`config.mk`:
```
export PLATFORM = sky130hd
export DESIGN_NAME = scl_scaler
export DESIGN_NICKNAME = d
export VERILOG_FILES = /design/src/design/scl_fifo.v /design/src/design/scl_scaler.v
export VERILOG_INCLUDE_DIRS = /design/src /design/src/design
export SDC_FILE = /design/constraint.sdc
export NUM_CORES = 2
export LEC_CHECK = 0
export ABC_AREA = 1
export CAP_MARGIN = 20
export CELL_PAD_IN_SITES_DETAIL_PLACEMENT = 0
export CELL_PAD_IN_SITES_GLOBAL_PLACEMENT = 2
export CORE_MARGIN = 2
export CORE_UTILIZATION = 40
export CTS_CLUSTER_DIAMETER = 120
export DETAILED_ROUTE_END_ITERATION = 12
export DONT_BUFFER_PORTS = 1
export GPL_TIMING_DRIVEN = 0
export PLACE_DENSITY_LB_ADDON = 0.1
export SLEW_MARGIN = 20
export SYNTH_ARGS = -nofsm -noshare
export SYNTH_HDL_FRONTEND = slang
export SYNTH_SLANG_ARGS = --single-unit
export TNS_END_PERCENT = 100
```
`constraint.sdc`:
```
create_clock -name clk_sys_i -period 8.7 [get_ports clk_sys_i]
set_clock_uncertainty 0.15 [all_clocks]
set_input_delay 1.305 -clock clk_sys_i [delete_from_list [all_inputs] [get_ports clk_sys_i]]
set_output_delay 1.305 -clock clk_sys_i [all_outputs]
set_load 0.02 [all_outputs]
```
`src/design/scl_defs.vh`:
```
`ifndef SCL_DEFS_VH
`define SCL_DEFS_VH
`define SCL_GAP_BASE   16'h000a
`define SCL_GAP_RT     16'h0019
`define SCL_LINE_GAP   16'h0014
`define SCL_DIM_W      16
`define SCL_REP_W      8
`define SCL_DEF_WIDTH  16'h0010
`define SCL_DEF_HEIGHT 16'h0010
`define SCL_DEF_HREP   8'h02
`define SCL_DEF_VREP   8'h02
`define SCL_FIFO_DEPTH 8
`endif

```
`src/design/scl_fifo.v`:
```
`timescale 1ns/1ps
module scl_fifo
#(
   parameter DW    = 26,
   parameter DEPTH = 8
)
(
   input  wire          clk_sys_i,
   input  wire          rst_n_i,
   input  wire [DW-1:0] wr_data_i,
   input  wire          wr_valid_i,
   output wire          wr_ready_o,
   output wire [DW-1:0] rd_data_o,
   output wire          rd_valid_o,
   input  wire          rd_ready_i
);
   localparam AW = (DEPTH > 1) ? $clog2(DEPTH) : 1;
   localparam LAST_I = DEPTH - 1;
   localparam [AW:0] DEPTH_C = DEPTH[AW:0];
   localparam [AW-1:0] LAST_C = LAST_I[AW-1:0];

   reg [DW-1:0] mem [0:DEPTH-1];
   reg [AW-1:0] wp_reg;
   reg [AW-1:0] rp_reg;
   reg [AW:0]   cnt_reg;
   reg [DW-1:0] dout_reg;
   reg          vld_reg;

   wire push = wr_valid_i & wr_ready_o;
   // output register refills when empty or once the sink took the held word
   wire load = (cnt_reg != {(AW+1){1'b0}}) & (~vld_reg | rd_ready_i);

   assign wr_ready_o = (cnt_reg != DEPTH_C);
   assign rd_data_o  = dout_reg;
   assign rd_valid_o = vld_reg;

   always @(posedge clk_sys_i)
   begin
      if (push)
      begin
         mem[wp_reg] <= wr_data_i;
      end
   end

   always @(posedge clk_sys_i)
   begin
      if (!rst_n_i)
      begin
         wp_reg   <= {AW{1'b0}};
         rp_reg   <= {AW{1'b0}};
         cnt_reg  <= {(AW+1){1'b0}};
         dout_reg <= {DW{1'b0}};
         vld_reg  <= 1'b0;
      end
      else
      begin
         if (push)
         begin
            wp_reg <= (wp_reg == LAST_C) ? {AW{1'b0}} : wp_reg + 1'b1;
         end
         if (load)
         begin
            dout_reg <= mem[rp_reg];
            vld_reg  <= 1'b1;
            rp_reg   <= (rp_reg == LAST_C) ? {AW{1'b0}} : rp_reg + 1'b1;
         end
         else if (rd_ready_i)
         begin
            vld_reg <= 1'b0;
         end
         cnt_reg <= cnt_reg + {{AW{1'b0}}, push} - {{AW{1'b0}}, load};
      end
   end
endmodule

```
`src/design/scl_scaler.v`:
```
`timescale 1ns/1ps
`include "scl_defs.vh"
module scl_scaler
#(
   parameter DW          = 24,
   parameter MAX_W       = 16,
   parameter NV_TAPS     = 4,
   parameter RUNTIME_CTL = 0,
   parameter FIFO_DEPTH  = `SCL_FIFO_DEPTH
)
(
   input  wire                  clk_sys_i,
   input  wire                  rst_n_i,
   input  wire [DW-1:0]         in_data_i,
   input  wire                  in_valid_i,
   input  wire                  in_eop_i,
   output wire                  in_ready_o,
   input  wire                  mode_poly_i,
   input  wire [`SCL_DIM_W-1:0] rt_width_i,
   input  wire [`SCL_DIM_W-1:0] rt_height_i,
   input  wire [`SCL_REP_W-1:0] rt_hrep_i,
   input  wire [`SCL_REP_W-1:0] rt_vrep_i,
   output wire [DW-1:0]         out_data_o,
   output wire                  out_valid_o,
   output wire                  out_sop_o,
   output wire                  out_eop_o,
   input  wire                  out_ready_i
);
   localparam NL = (NV_TAPS > 2) ? NV_TAPS - 1 : 1;
   localparam SW = (NL > 1) ? $clog2(NL) : 1;
   localparam XW = (MAX_W > 1) ? $clog2(MAX_W) : 1;
   localparam NL_M1 = NL - 1;
   localparam [3:0]    NEED_POLY = NL[3:0];
   localparam [SW-1:0] SLOT_LAST = NL_M1[SW-1:0];
   localparam DIM = `SCL_DIM_W;
   localparam REP = `SCL_REP_W;
   localparam [DIM-1:0] GAP_LEN =
      `SCL_GAP_BASE + ((RUNTIME_CTL != 0) ? `SCL_GAP_RT : 16'h0000);
   localparam [DIM-1:0] LGAP_LEN = `SCL_LINE_GAP;

   localparam [4:0] ST_GAP  = 5'h01;
   localparam [4:0] ST_READ = 5'h02;
   localparam [4:0] ST_WR   = 5'h04;
   localparam [4:0] ST_LGAP = 5'h08;
   localparam [4:0] ST_DISC = 5'h10;

   ////////////////////////////////////////////////////////////////////////////
   reg [4:0]     state_reg;
   reg [4:0]     state_next;
   reg           in_ready_reg;
   reg [DIM-1:0] cnt_reg;
   reg [DIM-1:0] cfg_w_reg;
   reg [DIM-1:0] cfg_h_reg;
   reg [REP-1:0] cfg_hr_reg;
   reg [REP-1:0] cfg_vr_reg;
   reg           cfg_poly_reg;
   reg [DIM-1:0] x_in_reg;
   reg [DIM-1:0] y_in_reg;
   reg [DIM-1:0] x_out_reg;
   reg [REP-1:0] h_reg;
   reg [REP-1:0] v_reg;
   reg [3:0]     held_reg;
   reg [SW-1:0]  wr_slot_reg;
   reg [SW-1:0]  rd_slot_reg;
   reg           in_done_reg;
   reg           early_reg;
   reg           disc_pend_reg;
   reg           first_reg;
   reg [DW-1:0]  lbuf [0:(1 << (SW + XW)) - 1];

   wire          f_wr_ready;
   wire [3:0]    need = cfg_poly_reg ? NEED_POLY : 4'h1;
   wire          acc = in_valid_i & in_ready_reg;
   wire          rd_fire = acc & state_reg[1];
   wire          in_line_end =
      rd_fire & (in_eop_i | (x_in_reg == cfg_w_reg - 1'b1));
   wire          last_row = (y_in_reg == cfg_h_reg - 1'b1);
   wire          last_in = in_eop_i | last_row;
   wire          wr_fire = state_reg[2] & f_wr_ready;
   wire          pix_last = (h_reg == cfg_hr_reg - 1'b1);
   wire          row_last = (x_out_reg == cfg_w_reg - 1'b1);
   wire          out_line_end = wr_fire & pix_last & row_last;
   wire          pop = early_reg | (v_reg == cfg_vr_reg - 1'b1);
   wire          last_out =
      early_reg | (in_done_reg & (held_reg == 4'h1) & pop);
   wire [3:0]    held_after = held_reg - {3'h0, pop};
   wire [SW+XW-1:0] wr_addr = {wr_slot_reg, x_in_reg[XW-1:0]};
   wire [SW+XW-1:0] rd_addr = {rd_slot_reg, x_out_reg[XW-1:0]};
   wire [DW+1:0] f_wr_data;
   wire [DW+1:0] f_rd_data;

   assign f_wr_data  = {first_reg, pix_last & row_last & last_out,
                        lbuf[rd_addr]};
   assign in_ready_o = in_ready_reg;
   assign out_data_o = f_rd_data[DW-1:0];
   assign out_eop_o  = f_rd_data[DW];
   assign out_sop_o  = f_rd_data[DW+1];

   function [SW-1:0] slot_inc;
      input [SW-1:0] s;
      begin
         slot_inc = (s == SLOT_LAST) ? {SW{1'b0}} : s + 1'b1;
      end
   endfunction

   ////////////////////////////////////////////////////////////////////////////
   always @*
   begin
      state_next = state_reg;
      case (state_reg)
         ST_GAP:
         begin
            if (cnt_reg == GAP_LEN - 1'b1)
            begin
               state_next = ST_READ;
            end
         end
         ST_READ:
         begin
            // input only while a line slot is free
            if (in_line_end &
                (((held_reg + 1'b1) >= need) | last_in))
            begin
               state_next = ST_WR;
            end
         end
         ST_WR:
         begin
            if (out_line_end)
            begin
               if (!last_out)
               begin
                  state_next = ST_LGAP;
               end
               else if (disc_pend_reg)
               begin
                  state_next = ST_DISC;
               end
               else
               begin
                  state_next = ST_GAP;
               end
            end
         end
         ST_LGAP:
         begin
            if (cnt_reg == LGAP_LEN - 1'b1)
            begin
               // drain: once input is done only writes remain
               if (!in_done_reg & (held_reg < need))
               begin
                  state_next = ST_READ;
               end
               else
               begin
                  state_next = ST_WR;
               end
            end
         end
         ST_DISC:
         begin
            if (acc & in_eop_i)
            begin
               state_next = ST_GAP;
            end
         end
         default:
         begin
            state_next = ST_GAP;
         end
      endcase
   end

   ////////////////////////////////////////////////////////////////////////////
   always @(posedge clk_sys_i)
   begin
      if (rd_fire)
      begin
         lbuf[wr_addr] <= in_data_i;
      end
   end

   always @(posedge clk_sys_i)
   begin
      if (!rst_n_i)
      begin
         state_reg     <= ST_GAP;
         in_ready_reg  <= 1'b0;
         cnt_reg       <= {DIM{1'b0}};
         cfg_w_reg     <= `SCL_DEF_WIDTH;
         cfg_h_reg     <= `SCL_DEF_HEIGHT;
         cfg_hr_reg    <= `SCL_DEF_HREP;
         cfg_vr_reg    <= `SCL_DEF_VREP;
         cfg_poly_reg  <= 1'b0;
         x_in_reg      <= {DIM{1'b0}};
         y_in_reg      <= {DIM{1'b0}};
         x_out_reg     <= {DIM{1'b0}};
         h_reg         <= {REP{1'b0}};
         v_reg         <= {REP{1'b0}};
         held_reg      <= 4'h0;
         wr_slot_reg   <= {SW{1'b0}};
         rd_slot_reg   <= {SW{1'b0}};
         in_done_reg   <= 1'b0;
         early_reg     <= 1'b0;
         disc_pend_reg <= 1'b0;
         first_reg     <= 1'b0;
      end
      else
      begin
         state_reg    <= state_next;
         // ready follows the next state so no beat slips past a line end
         in_ready_reg <= state_next[1] | state_next[4];
         cnt_reg      <= (state_next != state_reg) ? {DIM{1'b0}}
                                                   : cnt_reg + 1'b1;
         if (state_reg[0] & state_next[1])
         begin
            // resolution is only sampled between frames
            if (RUNTIME_CTL != 0)
            begin
               cfg_w_reg  <= rt_width_i;
               cfg_h_reg  <= rt_height_i;
               cfg_hr_reg <= rt_hrep_i;
               cfg_vr_reg <= rt_vrep_i;
            end
            cfg_poly_reg  <= mode_poly_i;
            x_in_reg      <= {DIM{1'b0}};
            y_in_reg      <= {DIM{1'b0}};
            x_out_reg     <= {DIM{1'b0}};
            h_reg         <= {REP{1'b0}};
            v_reg         <= {REP{1'b0}};
            held_reg      <= 4'h0;
            wr_slot_reg   <= {SW{1'b0}};
            rd_slot_reg   <= {SW{1'b0}};
            in_done_reg   <= 1'b0;
            early_reg     <= 1'b0;
            disc_pend_reg <= 1'b0;
            first_reg     <= 1'b1;
         end
         else
         begin
            if (rd_fire)
            begin
               x_in_reg <= x_in_reg + 1'b1;
            end
            if (in_line_end)
            begin
               x_in_reg      <= {DIM{1'b0}};
               y_in_reg      <= y_in_reg + 1'b1;
               wr_slot_reg   <= slot_inc(wr_slot_reg);
               in_done_reg   <= last_in;
               early_reg     <= in_eop_i & ~last_row;
               disc_pend_reg <= last_row & ~in_eop_i;
            end
            if (wr_fire)
            begin
               first_reg <= 1'b0;
               h_reg     <= pix_last ? {REP{1'b0}} : h_reg + 1'b1;
               if (pix_last)
               begin
                  x_out_reg <= row_last ? {DIM{1'b0}} : x_out_reg + 1'b1;
               end
            end
            if (out_line_end)
            begin
               v_reg <= pop ? {REP{1'b0}} : v_reg + 1'b1;
               if (pop)
               begin
                  rd_slot_reg <= slot_inc(rd_slot_reg);
               end
            end
            held_reg <= (out_line_end ? held_after : held_reg)
                        + {3'h0, in_line_end};
         end
      end
   end

   ////////////////////////////////////////////////////////////////////////////
   // fifo absorbs sink stalls; a full fifo freezes the write state
   scl_fifo
   #(
      .DW    (DW + 2),
      .DEPTH (FIFO_DEPTH)
   )
   u_fifo
   (
      .clk_sys_i  (clk_sys_i),
      .rst_n_i    (rst_n_i),
      .wr_data_i  (f_wr_data),
      .wr_valid_i (state_reg[2]),
      .wr_ready_o (f_wr_ready),
      .rd_data_o  (f_rd_data),
      .rd_valid_o (out_valid_o),
      .rd_ready_i (out_ready_i)
   );
endmodule

```
==> impl_results.md <==
- Reg2Reg Setup Slack: 2.99 ns
- H-tree depth: 4
- # placed instances: approximately 8300
- Antenna violations before repair: 13
- Most common cell in the netlist: edfxtp_1
- Final instance area: 86300 um^2
- Via-per-instance ratio: about 5.8
- Post-layout util: 46.7%
- Cell taking the most area after synthesis: edfxtp_1
- Register-to-Register Path Depth: 10
- Status: complete, no violations
- Area added between synthesis and finish: 16.1%
- Routed wire length: roughly 270000 um
- Setup violations, final: 0
- Fillers: around 17000
- Largest register by flop count: lbuf
- Final antenna-violating net count: 0
- Worst hold path endpoint: cnt_reg[0]$_SDFF_PP0_
- Layout cells sized above 1: ~8.5%
- Hold_ws: 0.321 ns
- Most common library cells after synthesis: edfxtp_1, nor2_1, o21ai_0
- Clk slew on worst S/H paths: 0.06 ns
- Critical Path Source Type: flop
- P_leak: 0.0276 uW
- Max reg flops: around 1500
- Clock latency on the worst-skew pair: about 0.87 ns
- Die ar.: between 150000 and 200000 um^2
- WL/cell: about 31 um
- Synth area leaders: edfxtp_1, o21ai_0, nor2_1
- DRT iter0 DRCs: 6029
- Pwr per Cell Area: between 200 and 250 nW/um^2
- Core Area: about 190000 um^2
- Crit path largest cell delay: 0.75 ns
- Nets: slightly above 6000
- Synth Area per Inst: 12.8 um^2
- Die height: 435 um
- GPL Wtd Cong: 0.876
- Reg2reg start: x_out_reg[1]$_SDFFE_PP0P_
- Yosys warns: 0
- Critical Setup Path Class: flop to flop
- Mapped cell area: about 74000 um^2
- RSZ-0062 raised after global routing: false
- Register area share after synthesis: 74.1%
- Peak Freq: ~0.18 GHz
- Tcrit/Tclk final: approximately two thirds
- Worst VDD drop: 168 uV
- Via count: ~50000
- Distinct cells, synth: 55
- Post-synth ARST share: 0%
- Hold path start: cnt_reg[0]$_SDFF_PP0_
- Starting Density: 40.2%
- # IOs: about 110
- Worst r2r dst: u_fifo.mem[2][7]$_DFFE_PP_
- Endpoint class of the critical path: flop
- Post-CTS sizing: 0
- Max cap viols: 0
- Total congestion overflow: 0
- Row count: around 160
- Post-synth EDFFs: approximately 1700
- DIE WIDTH: ~440 um
- DRC: 0
- Syn Nets: about 5900
- Arrival time at the worst endpoint: 5.97 ns
- Placement Cell Area: 79800 um^2
- Most common cell type on the critical path: clkbuf_1
- Type of the worst min-delay path: flop to flop
- Hold Buf Count CTS: 0
- Pre-antenna DRT Iters: 8
- Global-route usage over all layers: about 28%
- Fin crit period: 5.71 ns
- Dpl hpwl: approximately 180000 um
- Hold depth: 1
- Clk sink count: around 1900
- CTS Buffer Depth: 3
- Port Buffers: 0
- Max-slew headroom: 17.5%
- Largest net degree at the start of global routing: 65
- Crit-path cells: clkbuf_1 > clkinv_1 > clkbuf_1 > clkbuf_1 > o21ai_0 > o22ai_1 > o211ai_1 > nand4_1 > nand3_1 > nand3_1
- Vias in the first global route: between 40000 and 50000
- Fin. Hold Viols: 0
- Worst slew pin tran: roughly 1.2 ns
- Clock root buffer master: clkbuf_16
- Setup TNS: 0 ns
- TritonCTS buffer count: between 200 and 250
- Crit path max fanout: 10
- Cell Count, Final, Fillers Out: ~8700
- Most used DFF post-synth: edfxtp_1
- TritonCTS clock tree: yes
- Synth top area share: 70.4%
- Syn Inst Count: ~5800
- Worst endpoint required time: between 8 and 9 ns
- First-pass GRT wire length: ~380000 um
- Worst path slowest cell: clkbuf_1
- FF+latch count, synth: about 1900
- Max-slew violation count: 0
- Setup repair bufs after CTS: 0
-- worst max path at each step --
stage | start | to | slack (ns) | depth (start not counted)
finish | x_out_reg[1]$_SDFFE_PP0P_ | u_fifo.mem[2][7]$_DFFE_PP_ | 2.99 | 10
global route | x_out_reg[1]$_SDFFE_PP0P_ | u_fifo.mem[1][7]$_DFFE_PP_ | 3.14 | 10
CTS | x_out_reg[1]$_SDFFE_PP0P_ | u_fifo.mem[7][11]$_DFFE_PP_ | 3.10 | 10
detailed placement | x_out_reg[1]$_SDFFE_PP0P_ | u_fifo.mem[1][11]$_DFFE_PP_ | 3.09 | 10
global placement | in_valid_i | lbuf[15][3]$_DFFE_PP_ | 1.64 | 6
floorplan | in_valid_i | lbuf[15][0]$_DFFE_PP_ | 4.39 | 6
-- worst max-delay path, delay by kind of cell (launching register included) --
kind                   cells  cell delay, ns
AOI/OAI and AO/OA          3            0.82
DFF                        1            0.34
buffers and inverters      4            2.58
and+or+nand+nor            3            1.37
-- kinds of logic after synthesis --
family | synth area share (%)
mux | 0.700
simple gates | 9.57
buf+inv | 2.93
compound gates | 11.8
fa+ha+maj | 0.475
xor+xnor | 0.424
flops | 74.1
-- per-stage QoR --
step / power [uW] / worst slack (ns)
after CTS: 19600 / 3.10
after floorplan: 10800 / 4.39
after detailed placement: 11100 / 3.09
after global placement: 11100 / 1.64
final: 19500 / 2.99
after global routing: 20000 / 3.14
-- cells in the final DEF, fill, tap and decap left out, types with 5 or more instances in the layout --
master	Yosys	final
nand3_1	224	222
nor2_2	5	5
o221ai_1	152	152
buf_12	1	30
nor4_1	8	7
bufinv_16	0	19
nor2_1	971	900
clkinv_2	0	26
inv_6	0	7
nor3b_1	13	13
or2_2	5	5
buf_1	32	32
edfxtp_1	1744	1744
nor2_4	11	82
clkinv_1	3	55
buf_16	0	42
xor2_1	30	30
nand4_1	46	46
o211ai_1	66	66
mux2i_1	52	52
o22ai_1	235	235
clkbuf_2	0	9
buf_2	37	37
nand2_1	366	362
clkbuf_1	303	334
nor3_1	25	24
a21oi_1	134	134
xnor2_1	6	6
inv_1	177	177
dfxtp_1	136	136
clkbuf_16	0	204
inv_2	7	7
o21ai_0	925	925
buf_4	1	5
clkinvlp_4	0	7
ha_1	25	25
nand2_2	5	9
a211oi_1	5	5
-- report_power, final --
part	switching (uW)	internal, uW
clock	3690	4880
combinational	607	268
sequential	108	9910
-- metal layers --
layer / GRT usage [%] / wire (um) / up-vias
li1: - / - / 22060
met4: 9.23 / 9270 / 4
met1: 39.3 / 115000 / 25600
met3: 4.59 / 20700 / 400
met5: 0 / 26 / -
met2: 45.1 / 127000 / 2112
-- layout make-up --
cell class                 instances  area (um^2)  share of cell area (%)
clock inverter                   121         1220                    1.41
tap                             2480         3100                    3.59
antenna                            4         10.0                  0.0116
multi-input combinational       3346        17700                    20.4
inverter                         188          708                   0.820
clock buffer                     246         5280                    6.12
timing repair buffer              77         1790                    2.07
sequential                      1880        55100                    63.8
buffer                           374         1480                    1.72
Note: power is estimated with default switching activity, not from simulation.
